<file path="src/common/occ_pkg.sv">
// Behaviour
// RULE1 - serial mode: setup select high writes configuration, low writes channel outputs
// RULE2 - serial mode: wide-frame select high gives 16-bit frames, low 8-bit frames
// RULE3 - parallel mode: setup select and wide-frame pins drive channels 7 and 8
// RULE4 - glitch filter enable filters all parallel inputs and chip select
// RULE5 - global error flag pulled low on driver shutdown or open-load fault
// RULE6 - totem-pole select high makes all channels push-pull, low all high-side
// RULE7 - output enable low: high-side off, push-pull high-Z, LEDs off
// RULE8 - lower merge pairs 1-2 and 3-4 from inputs 1, 3, no push-pull
// RULE9 - upper merge pairs 5-6 and 7-8 from inputs 5, 7, no push-pull
// RULE10 - each channel keeps own diagnostics while paired
// RULE11 - open-wire detection per channel or global, only on high-side channels
// RULE12 - host holds input and load stable for debounce time before trusting result
// RULE13 - open wire sets error bit, fault LED and global flag for 200ms minimum
// RULE14 - serial mode with timeout monitor on: chip-select fall restarts watchdog
// RULE15 - watchdog expiry turns all outputs off, timeout error low until next fall
// RULE16 - timeout select 00=0.9s, 01=0.45s, 10=0.15s; reset gives 0.9s
// RULE17 - overheated driver off while supply good, back on after hysteresis
// RULE18 - driver thermal shutdown sets global flag, error bit and fault LED
// RULE19 - chip overtemperature shuts all channels and asserts global flag
// RULE20 - short puts channel in slow mode until its input stays low 20ms
// RULE21 - fault on one channel leaves other channels operating normally
// RULE22 - serial select high: serial sets outputs; low: parallel pins; readback unaffected
// RULE23 - serial mode global open-wire enable covers all high-side channels
// RULE24 - parallel input 0 means off or low, 1 means on or high
// RULE25 - fault hold times are counters retriggered while fault persists
package occ_pkg;
    localparam int unsigned NCH          = 8;
    localparam int unsigned CLK_HZ       = 100_000_000;
    localparam int unsigned CYC_PER_MS   = CLK_HZ / 1000;
    localparam int unsigned WD_T0_MS     = 900;
    localparam int unsigned WD_T1_MS     = 450;
    localparam int unsigned WD_T2_MS     = 150;
    localparam int unsigned HOLD_MS      = 200;
    localparam int unsigned SC_REL_MS    = 20;
    localparam int unsigned WD_T0_CYC    = WD_T0_MS * CYC_PER_MS;
    localparam int unsigned WD_T1_CYC    = WD_T1_MS * CYC_PER_MS;
    localparam int unsigned WD_T2_CYC    = WD_T2_MS * CYC_PER_MS;
    localparam int unsigned HOLD_CYC     = HOLD_MS * CYC_PER_MS;
    localparam int unsigned SC_REL_CYC   = SC_REL_MS * CYC_PER_MS;
    localparam int unsigned FILT_CW      = 3;
    localparam logic [2:0]  FILT_LAST    = 3'h3;
    localparam int unsigned NFILT        = 9;
    localparam int unsigned POS_GOW      = 0;
    localparam int unsigned POS_TME      = 4;
    localparam int unsigned POS_SETUP    = 6;
    localparam int unsigned POS_WIDE     = 7;
    localparam int unsigned POS_CS       = 8;
    localparam logic [8:0]  FILT_RST     = 9'h100;
    localparam logic [1:0]  TSEL_0P9     = 2'h0;
    localparam logic [1:0]  TSEL_0P45    = 2'h1;
    localparam logic [1:0]  TSEL_0P15    = 2'h2;
    localparam logic [1:0]  TSEL_RST     = TSEL_0P9;
    localparam logic        MERGE_RST    = 1'h0;
    localparam logic        CS_RST       = 1'h1;
endpackage

</file>
<file path="src/common/occ_filt_if.sv">
`timescale 1ns/100ps
interface occ_filt_if #(parameter int W = 9);
    logic [W-1:0] raw;
    logic [W-1:0] clean;
    logic         enable;
    modport filt (input raw, input enable, output clean);
    modport user (output raw, output enable, input clean);
endinterface

</file>
<file path="src/rtl/occ_top.sv">
`timescale 1ns/100ps
module occ_top
    import occ_pkg::*;
#(
    parameter int unsigned WD_T0    = WD_T0_CYC,
    parameter int unsigned WD_T1    = WD_T1_CYC,
    parameter int unsigned WD_T2    = WD_T2_CYC,
    parameter int unsigned HOLD_LEN = HOLD_CYC,
    parameter int unsigned SC_LEN   = SC_REL_CYC
)(
    input  wire logic        ref_clk,
    input  wire logic        rst,
    input  wire logic        serial_setting_select,
    input  wire logic        glitch_filter_enable,
    input  wire logic        all_totem_pole_select,
    input  wire logic        output_enable,
    input  wire logic        global_open_wire_enable,
    input  wire logic        ch_in2,
    input  wire logic        ch_in3,
    input  wire logic        ch_in4,
    input  wire logic        timeout_monitor_enable,
    input  wire logic        timeout_error_out_i,
    input  wire logic        per_channel_setup_select,
    input  wire logic        wide_frame_select,
    input  wire logic        cs_n,
    input  wire logic        ser_wr,
    input  wire logic [15:0] ser_wr_data,
    input  wire logic        cfg_wr,
    input  wire logic        lower_pair_merge,
    input  wire logic        upper_pair_merge,
    input  wire logic [1:0]  timeout_select,
    input  wire logic        supply_ok,
    input  wire logic [7:0]  drv_overtemp,
    input  wire logic        chip_overtemp,
    input  wire logic [7:0]  open_load_det,
    input  wire logic [7:0]  short_det,
    output logic      [7:0]  channel_outputs_hs,
    output logic      [7:0]  channel_outputs_ls,
    output logic      [7:0]  slow_mode,
    output logic      [7:0]  open_wire_src_en,
    output logic      [7:0]  fault_led,
    output logic      [7:0]  level_led,
    output logic      [15:0] diag_frame,
    output logic             global_fault_o,
    output logic             global_fault_oe,
    output logic             timeout_error_out_o,
    output logic             timeout_error_out_oe
);
    typedef struct packed {
        logic [7:0]        out_set;
        logic [7:0]        cfg_ow;
        logic              low_merge;
        logic              up_merge;
        logic [1:0]        tsel;
        logic              cs_prev;
        logic [31:0]       wd_cnt;
        logic              wd_trip;
        logic [7:0][31:0]  hold;
        logic [7:0][31:0]  sc_cnt;
        logic [7:0]        slow;
        logic [7:0]        hs;
        logic [7:0]        ls;
        logic [7:0]        ow_src;
        logic [7:0]        fled;
        logic [7:0]        lled;
        logic [15:0]       diag;
        logic              gfault;
        logic              wd_oe;
    } occ_state_s;

    occ_state_s st_reg;
    occ_state_s st_next;

    occ_filt_if #(.W(NFILT)) flt ();

    occ_glitch_filt #(
        .W       (NFILT),
        .RST_VAL (FILT_RST)
    ) u_filt (
        .ref_clk (ref_clk),
        .rst     (rst),
        .fi      (flt)
    );

    assign flt.enable = glitch_filter_enable;
    assign flt.raw    = {cs_n, wide_frame_select, per_channel_setup_select, timeout_error_out_i,
                         timeout_monitor_enable, ch_in4, ch_in3, ch_in2, global_open_wire_enable}; // [RULE4]

    logic              ser;
    logic [7:0]        pin;
    logic              cs_f;
    logic [7:0]        demand;
    logic [7:0]        pp;
    logic [7:0]        ow_en;
    logic [7:0]        flt_on;
    logic [7:0]        drive;
    logic              wd_run;
    logic              cs_fall;
    logic              off_all;
    logic              any_fault;
    logic              drv_hot;
    logic              cond;
    logic [31:0]       wd_lim;

    always_comb begin
        st_next   = st_reg;
        ser       = serial_setting_select;
        pin       = flt.clean[7:0];
        cs_f      = flt.clean[POS_CS];
        demand    = '0;
        pp        = '0;
        ow_en     = '0;
        flt_on    = '0;
        drive     = '0;
        drv_hot   = 1'b0;
        cond      = 1'b0;
        any_fault = chip_overtemp; // [RULE19]

        // merge and timeout settings, held until rewritten
        if (cfg_wr) begin
            st_next.low_merge = lower_pair_merge;
            st_next.up_merge  = upper_pair_merge;
            st_next.tsel      = timeout_select;
        end

        // in serial mode the setup pin steers where a write lands
        if (ser && ser_wr) begin
            if (pin[POS_SETUP]) begin
                st_next.cfg_ow = ser_wr_data[7:0]; // [RULE1]
            end else begin
                st_next.out_set = ser_wr_data[7:0]; // [RULE1]
            end
        end

        // pins 7 and 8 act as channel inputs in parallel mode
        demand = ser ? st_reg.out_set : pin; // [RULE22] [RULE3] [RULE24]
        pp     = {8{all_totem_pole_select}}; // [RULE6]
        if (st_reg.low_merge) begin
            demand[1] = demand[0]; // [RULE8]
            demand[3] = demand[2]; // [RULE8]
            pp[3:0]   = 4'h0; // [RULE8]
        end
        if (st_reg.up_merge) begin
            demand[5] = demand[4]; // [RULE9]
            demand[7] = demand[6]; // [RULE9]
            pp[7:4]   = 4'h0; // [RULE9]
        end

        // watchdog on chip-select activity
        case (st_reg.tsel)
            TSEL_0P9:  wd_lim = WD_T0;
            TSEL_0P45: wd_lim = WD_T1;
            TSEL_0P15: wd_lim = WD_T2; // [RULE16]
            default:   wd_lim = WD_T0;
        endcase
        wd_run          = ser && pin[POS_TME];
        cs_fall         = st_reg.cs_prev && !cs_f;
        st_next.cs_prev = cs_f;
        if (!wd_run || cs_fall) begin
            st_next.wd_cnt  = 32'h0; // [RULE14]
            st_next.wd_trip = 1'b0; // [RULE15]
        end else if (!st_reg.wd_trip) begin
            if (st_reg.wd_cnt >= wd_lim - 32'h1) begin
                st_next.wd_trip = 1'b1; // [RULE15]
            end else begin
                st_next.wd_cnt = st_reg.wd_cnt + 32'h1;
            end
        end
        st_next.wd_oe = st_next.wd_trip; // [RULE15]

        off_all = !output_enable || chip_overtemp || st_reg.wd_trip; // [RULE7] [RULE15] [RULE19]

        // every channel's fault judged on its own detector inputs only
        for (int i = 0; i < NCH; i++) begin
            drv_hot  = supply_ok && drv_overtemp[i]; // [RULE17]
            ow_en[i] = !pp[i] && (st_reg.cfg_ow[i] || (ser && pin[POS_GOW])); // [RULE11] [RULE23]
            cond     = drv_hot || (ow_en[i] && open_load_det[i]); // [RULE10] [RULE18]
            if (cond) begin
                st_next.hold[i] = HOLD_LEN; // [RULE25] [RULE13]
            end else if (st_reg.hold[i] != 32'h0) begin
                st_next.hold[i] = st_reg.hold[i] - 32'h1; // [RULE25]
            end
            flt_on[i] = cond || (st_reg.hold[i] != 32'h0); // [RULE13]
            any_fault = any_fault || flt_on[i]; // [RULE5]

            drive[i]          = demand[i] && !drv_hot && !off_all; // [RULE21] [RULE17]
            st_next.hs[i]     = drive[i];
            st_next.ls[i]     = pp[i] && !demand[i] && !drv_hot && !off_all; // [RULE7] [RULE24]
            st_next.fled[i]   = flt_on[i] && output_enable; // [RULE18] [RULE7]
            st_next.lled[i]   = drive[i] && !flt_on[i] && output_enable; // [RULE7]

            // slow mode leaves once the input has stayed low long enough
            if (short_det[i]) begin
                st_next.slow[i]   = 1'b1; // [RULE20]
                st_next.sc_cnt[i] = 32'h0;
            end else if (st_reg.slow[i]) begin
                if (demand[i]) begin
                    st_next.sc_cnt[i] = 32'h0; // [RULE20]
                end else if (st_reg.sc_cnt[i] >= SC_LEN - 32'h1) begin
                    st_next.slow[i]   = 1'b0; // [RULE20]
                    st_next.sc_cnt[i] = 32'h0;
                end else begin
                    st_next.sc_cnt[i] = st_reg.sc_cnt[i] + 32'h1;
                end
            end
        end

        st_next.ow_src = ow_en & {8{output_enable}};
        st_next.gfault = any_fault; // [RULE5] [RULE19]
        if (ser && pin[POS_WIDE]) begin
            st_next.diag = {drive, flt_on}; // [RULE2]
        end else begin
            st_next.diag = {8'h00, flt_on}; // [RULE2] [RULE10]
        end
    end

    always_ff @(posedge ref_clk) begin
        if (rst) begin
            st_reg           <= '0;
            st_reg.cs_prev   <= CS_RST;
            st_reg.tsel      <= TSEL_RST;
            st_reg.low_merge <= MERGE_RST;
            st_reg.up_merge  <= MERGE_RST;
        end else begin
            st_reg <= st_next;
        end
    end

    assign channel_outputs_hs   = st_reg.hs;
    assign channel_outputs_ls   = st_reg.ls;
    assign slow_mode            = st_reg.slow;
    assign open_wire_src_en     = st_reg.ow_src;
    assign fault_led            = st_reg.fled;
    assign level_led            = st_reg.lled;
    assign diag_frame           = st_reg.diag;
    assign global_fault_o       = 1'b0;
    assign global_fault_oe      = st_reg.gfault;
    assign timeout_error_out_o  = 1'b0;
    assign timeout_error_out_oe = st_reg.wd_oe;
endmodule

</file>
<file path="src/rtl/occ_glitch_filt.sv">
`timescale 1ns/100ps
module occ_glitch_filt
    import occ_pkg::*;
#(
    parameter int         W       = 9,
    parameter logic [8:0] RST_VAL = FILT_RST
)(
    input  wire logic ref_clk,
    input  wire logic rst,
    occ_filt_if.filt  fi
);
    typedef struct packed {
        logic [W-1:0]              clean;
        logic [W-1:0][FILT_CW-1:0] cnt;
    } occ_flt_s;

    occ_flt_s flt_reg;
    occ_flt_s flt_next;

    // with the filter enabled, a bit follows its input only after a change holds for several samples
    always_comb begin
        flt_next = flt_reg;
        for (int i = 0; i < W; i++) begin
            if (!fi.enable) begin
                flt_next.clean[i] = fi.raw[i];
                flt_next.cnt[i]   = '0;
            end else if (fi.raw[i] == flt_reg.clean[i]) begin
                flt_next.cnt[i] = '0; // [RULE4]
            end else if (flt_reg.cnt[i] == FILT_LAST) begin
                flt_next.clean[i] = fi.raw[i];
                flt_next.cnt[i]   = '0;
            end else begin
                flt_next.cnt[i] = flt_reg.cnt[i] + 3'h1;
            end
        end
    end

    always_ff @(posedge ref_clk) begin
        if (rst) begin
            flt_reg       <= '0;
            flt_reg.clean <= RST_VAL[W-1:0];
        end else begin
            flt_reg <= flt_next;
        end
    end

    assign fi.clean = flt_reg.clean;
endmodule

</file>
<file path="config.mk">
export PLATFORM = sky130hd
export DESIGN_NAME = occ_top
export DESIGN_NICKNAME = d
export VERILOG_FILES = /design/src/common/occ_pkg.sv /design/src/common/occ_filt_if.sv /design/src/rtl/occ_top.sv /design/src/rtl/occ_glitch_filt.sv
export SDC_FILE = /design/constraint.sdc
export NUM_CORES = 1
export LEC_CHECK = 0
export ABC_CLOCK_PERIOD_IN_PS = 3550
export BUFFER_PORTS_ARGS = -buffer_cell sky130_fd_sc_hd__buf_2
export CELL_PAD_IN_SITES_DETAIL_PLACEMENT = 0
export CELL_PAD_IN_SITES_GLOBAL_PLACEMENT = 1
export CORE_MARGIN = 3
export CORE_UTILIZATION = 45
export DETAILED_ROUTE_END_ITERATION = 12
export PLACE_DENSITY_LB_ADDON = 0.08
export SYNTH_ARGS = -nofsm -noshare
export SYNTH_HDL_FRONTEND = slang
export SYNTH_HIERARCHICAL = 1
export SYNTH_SLANG_ARGS = --single-unit
export TNS_END_PERCENT = 5
</file>
<file path="constraint.sdc">
create_clock -name ref_clk -period 3.55 [get_ports ref_clk]
set_clock_uncertainty 0.15 [all_clocks]
set_input_delay 0.5325 -clock ref_clk [delete_from_list [all_inputs] [get_ports ref_clk]]
set_output_delay 0.5325 -clock ref_clk [all_outputs]
set_load 0.05 [all_outputs]
</file>
### After elaboration in Yosys (flattened, before gate mapping)

Cells that the tools add are included.

* register bits: 667
* bits in latches: 0
* RAM bits: 0
* memory bits (read-only): 0
* bits of input ports: 63
* output and inout port bits: 68
* word-level logic and storage cells: 459
* memories: 0

* add/subtract/negate cells: 27
* multipliers: 0
* divide/modulo/power cells: 0
* $lt $le $gt $ge: 9
* eq/ne operators: 38
* shifts and indexed selects: 0
* mux-type cells: 101
* bitwise logic cells: 6
* reduce and logical (&&, ||, !) cells: 219

Operators with widths (count)
* 32-bit 2-to-1 mux: 16
* 25-bit 2-to-1 mux: 16
* 32-bit by 1-bit adder with 32-bit output (second input constant): 9
* 32-bit by 1-bit subtractor with 32-bit output (second input constant): 9
* 32-bit by 21-bit greater-or-equal comparator with 1-bit output (second input constant): 8
* 32-bit nonzero test: 8
* 1-bit logical AND: 93
* 1-bit 2-to-1 mux: 65
* 27-bit case mux with 2 select lines: 1
* 1-bit logical NOT: 36
* 2-bit OR reduction: 18
* 4-bit OR reduction: 9
* 1-bit logical OR: 35
* 32-bit greater-or-equal comparator: 1
* 3-bit by 1-bit adder with 3-bit output (second input constant): 9
* 3-bit by 2-bit equality test with 1-bit output (second input constant): 9
* 2-bit AND reduction: 12
* 2-bit by 1-bit != test with 1-bit output (second input constant): 9
* 2-bit != test (second input constant): 9
* 2-bit nonzero test: 8
* 1-bit equality test: 9
* 8-bit AND: 1
* 4-bit 2-to-1 mux: 2
* 8-bit 2-to-1 mux: 1
* 3 further kinds: 7

### Logic depth before layout (Yosys ltp)

* word-level depth: 14
* depth in mapped cells: 11
* mapped depth without buffers: 10

### Cells and area by module

The synthesis kept the hierarchy.

Modules (own cells, without submodules)
* occ_top: instances 1, cells each 3430, area an instance 29339.4 um2, sequential area each 12632.1 um2
* occ_glitch_filt: instances 1, cells each 143, area an instance 1621.6 um2, sequential area each 720.7 um2

### Least setup slack after synthesis

No wires, ideal clock.

* path type: register -> register
* start: register st_reg[612] (netlist name)
* end: register st_reg[596] (netlist name)
* library setup time: 0.070 ns
* arrival: 2.822 ns
* required time: 3.330 ns
* slack: 0.507 ns
* stages on the path, launching flop included: 11
* path buffers: 0
* clock period less this slack: 3.043 ns
* cells stage by stage: dfxtp_1 -> inv_1 -> ha_1 -> inv_1 -> ha_1 -> and4_1 -> a221oi_1 -> a2bb2oi_1 -> o2111ai_1 -> or4b_2 -> a21oi_1

* cells in the longest elaborated chain, start to end: 6
* elaborated cells between the ends (all ways): 7
* classes of those cells: add/sub (1); order compare (1); eq/ne (2); mux (1); bitwise (1); reduce/logical (1)

Ends and longest elaborated chain
* start: declaration: line occ_top.sv:71 `occ_state_s st_reg;`
* start signal: assignment: line occ_top.sv:225 `st_reg <= st_next;`
* 2-bit equality test or 2-bit by 1-bit equality test with 1-bit output (tied branches): line occ_top.sv:150 `case (st_reg.tsel)`
* 27-bit case mux with 2 select lines (*): line occ_top.sv:150
* 32-bit by 1-bit subtractor with 32-bit output (*): line occ_top.sv:163 `if (st_reg.wd_cnt >= wd_lim - 32'h1) begin`
* 32-bit greater-or-equal comparator (*): line occ_top.sv:163
* 1-bit NOT (no line) (*)
* 2-bit AND reduction (no line) (*)

Mark *: on every way between the ends. The rest lies on a longest branch, timed or not.
A chain may end at the register's enable or synchronous reset.

### Worst setup path after layout

* start: register st_reg[612] (netlist name)
* end: register st_reg[583] (netlist name)

The elaborated chain is that of the path after synthesis.

==> summary.txt <==
Timing
  – Final Hold Vio Count: 0
  – Slew HR: between 20% and 30%
  – Final setup margin: ~0.31 ns
  – Endpoints failing setup: 0
  – Fmax: slightly above 300 MHz
  – Worst-margin pin slew: ~1.1 ns
  – RSZ-0062 raised after global routing: no
  – Tcrit/Tclk final: around 91%
  – Setup TNS: 0 ns
  – Crit path time final: between 3 and 4 ns
  – Final Max Slew Viols: 0

Die
  – Initial core utilization: 45.8%
  – Die height: about 270 um
  – Chip Width: roughly 270 um
  – # rows: 95
  – Die area: 72,000 um2
  – Top Ports: 131
  – Core area: 67,600 um2

Critical path
  – Crit-path max FO: 16
  – Setup crit start: st_reg[612]
  – RR Startpoint: st_reg[612]
  – CP startpoint kind: flop
  – Worst Path Required: about 4.0 ns
  – Worst setup EP type: flop
  – Crit path kind: flop to flop
  – Critical Path AT: about 3.6 ns

Synthesis
  – Syn Std Cell Area: 31,000 um2
  – Syn_area_per_cell: just under 9 um2
  – Synth top area share: a little over two fifths
  – Count leader, synth: dfxtp_1
  – Ys flop type: dfxtp_1
  – Sequential fraction of the synthesis area: between 40% and 50%
  – Unique masters post-synth: 84
  – Post-synth top cells: dfxtp_1 (667), nor2_1 (383), nand2_1 (243)
  – Post-synth top area cell: dfxtp_1
  – Synth warn: 6
  – Post-synth EDFFs: 0
  – Largest cells by area after synthesis: dfxtp_1 (43%), nor2_1 (4.6%), xor2_1 (4.0%)
  – Mapped Cells: 3,573
  – Post-synthesis async set-or-reset flop share: 0%
  – Synth Register Bits: roughly 670

Placed design
  – Routability cong.: 0.859
  – Placed Cells: between 4,000 and 5,000
  – I/O Buffers: between 100 and 150
  – Pre-CTS setup slack: between 0.1 and 0.15 ns
  – Placed Area: between 30,000 and 40,000 um2
  – DP HPWL: roughly 56,000 um

Detailed routing
  – Iter 0 DRT Violations: roughly 1,700
  – DRT antenna net count: 0
  – Routed via count: 26,100
  – Routed wl met2: 35,500 um
  – Drt pass-1 iters: 7
  – Uppermost layer routed: met5
  – Final wirelength: approximately 80,000 um
  – Wl on met1: 37,700 um
  – DRC Markers: 0
  – WL met3: between 4000 and 5000 um
  – Vias per cell: roughly 5.7
  – WL/cell: ~18 um

Final layout
  – Area of the multi-input gates: roughly 16,000 um2
  – Nets: roughly 3,800
  – Fin cells: roughly 4,600
  – Design area: 34,800 um2
  – Layout cell share with drive strength beyond 1: 10.6%
  – Fill cells: about 6,300
  – Area grow syn2layout: 12.5%
  – Max FFs per register: 565
  – Sequential cell area: about 13,000 um2

Power and ir drop
  – Sw Ratio: between 30% and 40%
  – Reg power frac: between 40% and 50%
  – Leakage: between 10 and 15 nW
  – Clock share of power: a little under two fifths
  – Sw Pwr: 6.81 mW
  – Combinational power share: a little under a quarter
  – Maximum vdd ir drop: approximately 0.42 mV
  – Cell internal pwr: between 15 and 20 mW
  – Pwr Density: between 600 and 700 nW/um2

Clock network
  – Clk pin slew, worst setup/hold paths: 0.06 ns
  – Clock tree buffer depth: 3
  – Max H-tree Level: 3
  – CTS root buf: clkbuf_16
  – Postcts setup bufs: 0
  – CTS tree: built
  – CTS Buf Count: 76
  – Sink Count: around 670
  – Clk Latency, worst-skew pair: a little over 0.6 ns

Min path
  – Worst hold start: short_det[0]
  – Hold crit path type: primary input to flop

Global route
  – Global-route wire length before repair: 130,000 um
  – Antenna violations before repair: 14
  – GRT Total Usage: roughly 22%
  – Vias in the first global route: 24,900
  – Largest net degree at the start of global routing: 61
  – Gr ovfl total: 0

Flow run
  – Max-cap check violation count: 0

Status
  – Status: completed
-- what timing repair did --
action,4_1_cts,5_1_grt
hold buffers,15,0
hold endpoints to repair,19,0
setup endpoints to repair,0,10
resized for setup,0,3
-- kinds of logic after synthesis --
kind of cell / share of synthesized area (%)
compound gates: 11.4
xor+xnor: 7.27
other cells: 0.0121
flops: 43.1
mux: 1.63
buf+inv: 4.62
simple gates: 29.5
fa+ha+maj: 2.47
-- final timing paths --
| kind | slack [ns] | cells after the start | end |
|---|---|---|---|
| min reg2reg | 0.29 | 1 | u_filt/flt_reg[15] |
| max | 0.31 | 12 | st_reg[583] |
| min | 0.05 | 3 | slow_mode[0] |
| max reg2reg | 0.31 | 12 | st_reg[583] |
-- power groups by stage --
| stage | clock network, mW | registers [mW] | logic (mW) |
|---|---|---|---|
| after floorplan | 0 | 8.75 | 3.98 |
| after global placement | 0 | 8.87 | 4.88 |
| after detailed placement | 0 | 8.91 | 5.00 |
| after CTS | 8.32 | 8.75 | 5.05 |
| after global routing | 8.64 | 8.86 | 5.66 |
| final | 8.10 | 8.76 | 5.04 |
-- final cells by class --
class / count / area share [%]
antenna: 8 / 0.0575
multi-input combinational: 2617 / 46.5
sequential: 667 / 38.3
clock buffer: 107 / 6.43
tap: 873 / 3.14
inverter: 71 / 0.765
clock inverter: 28 / 1.00
timing repair buffer: 205 / 3.75
-- worst max-delay path, stage by stage, from the launching register on --
cell and delay, ns:
dfxtp_1 0.36, inv_1 0.07, ha_2 0.40, inv_1 0.17
ha_1 0.30, and4_1 0.17, a221oi_1 0.32, a2bb2oi_2 0.22
o211ai_1 0.12, buf_4 0.23, buf_4 0.18, or3_1 0.35
a21oi_1 0.15
-- routing by layer --
metal  track usage (%)  up-vias
met5                 0        -
met4              7.96        8
met3              4.68      146
met2              34.7      510
met1              29.8    12500
li1                  -    12900
-- cell usage in the layout (no fill, tap or decap), types with 89 or more instances in the layout --
| cell | Yosys | final |
|---|---|---|
| o21ai_0 | 132 | 132 |
| and2_1 | 97 | 97 |
| dfxtp_1 | 667 | 667 |
| a21oi_1 | 178 | 177 |
| nor3_1 | 131 | 130 |
| nor4_1 | 125 | 125 |
| or3_1 | 94 | 94 |
| nand2_1 | 243 | 243 |
| nor2_1 | 383 | 383 |
| buf_2 | 15 | 119 |
| xor2_1 | 141 | 141 |
| xnor2_1 | 116 | 116 |
| nand4_1 | 89 | 89 |
| nand3_1 | 172 | 172 |
-- per-stage QoR --
stage                     utilization [%]  hold WS (ns)  power [mW]
after floorplan                         -         0.255        12.7
after global placement               47.4         0.265        13.8
after detailed placement             47.4         0.273        13.9
after CTS                            51.5        0.0122        22.1
after global routing                 51.5        0.0324        23.2
final                                51.5        0.0464        21.9
No activity file was read; power rests on OpenSTA's default activity.
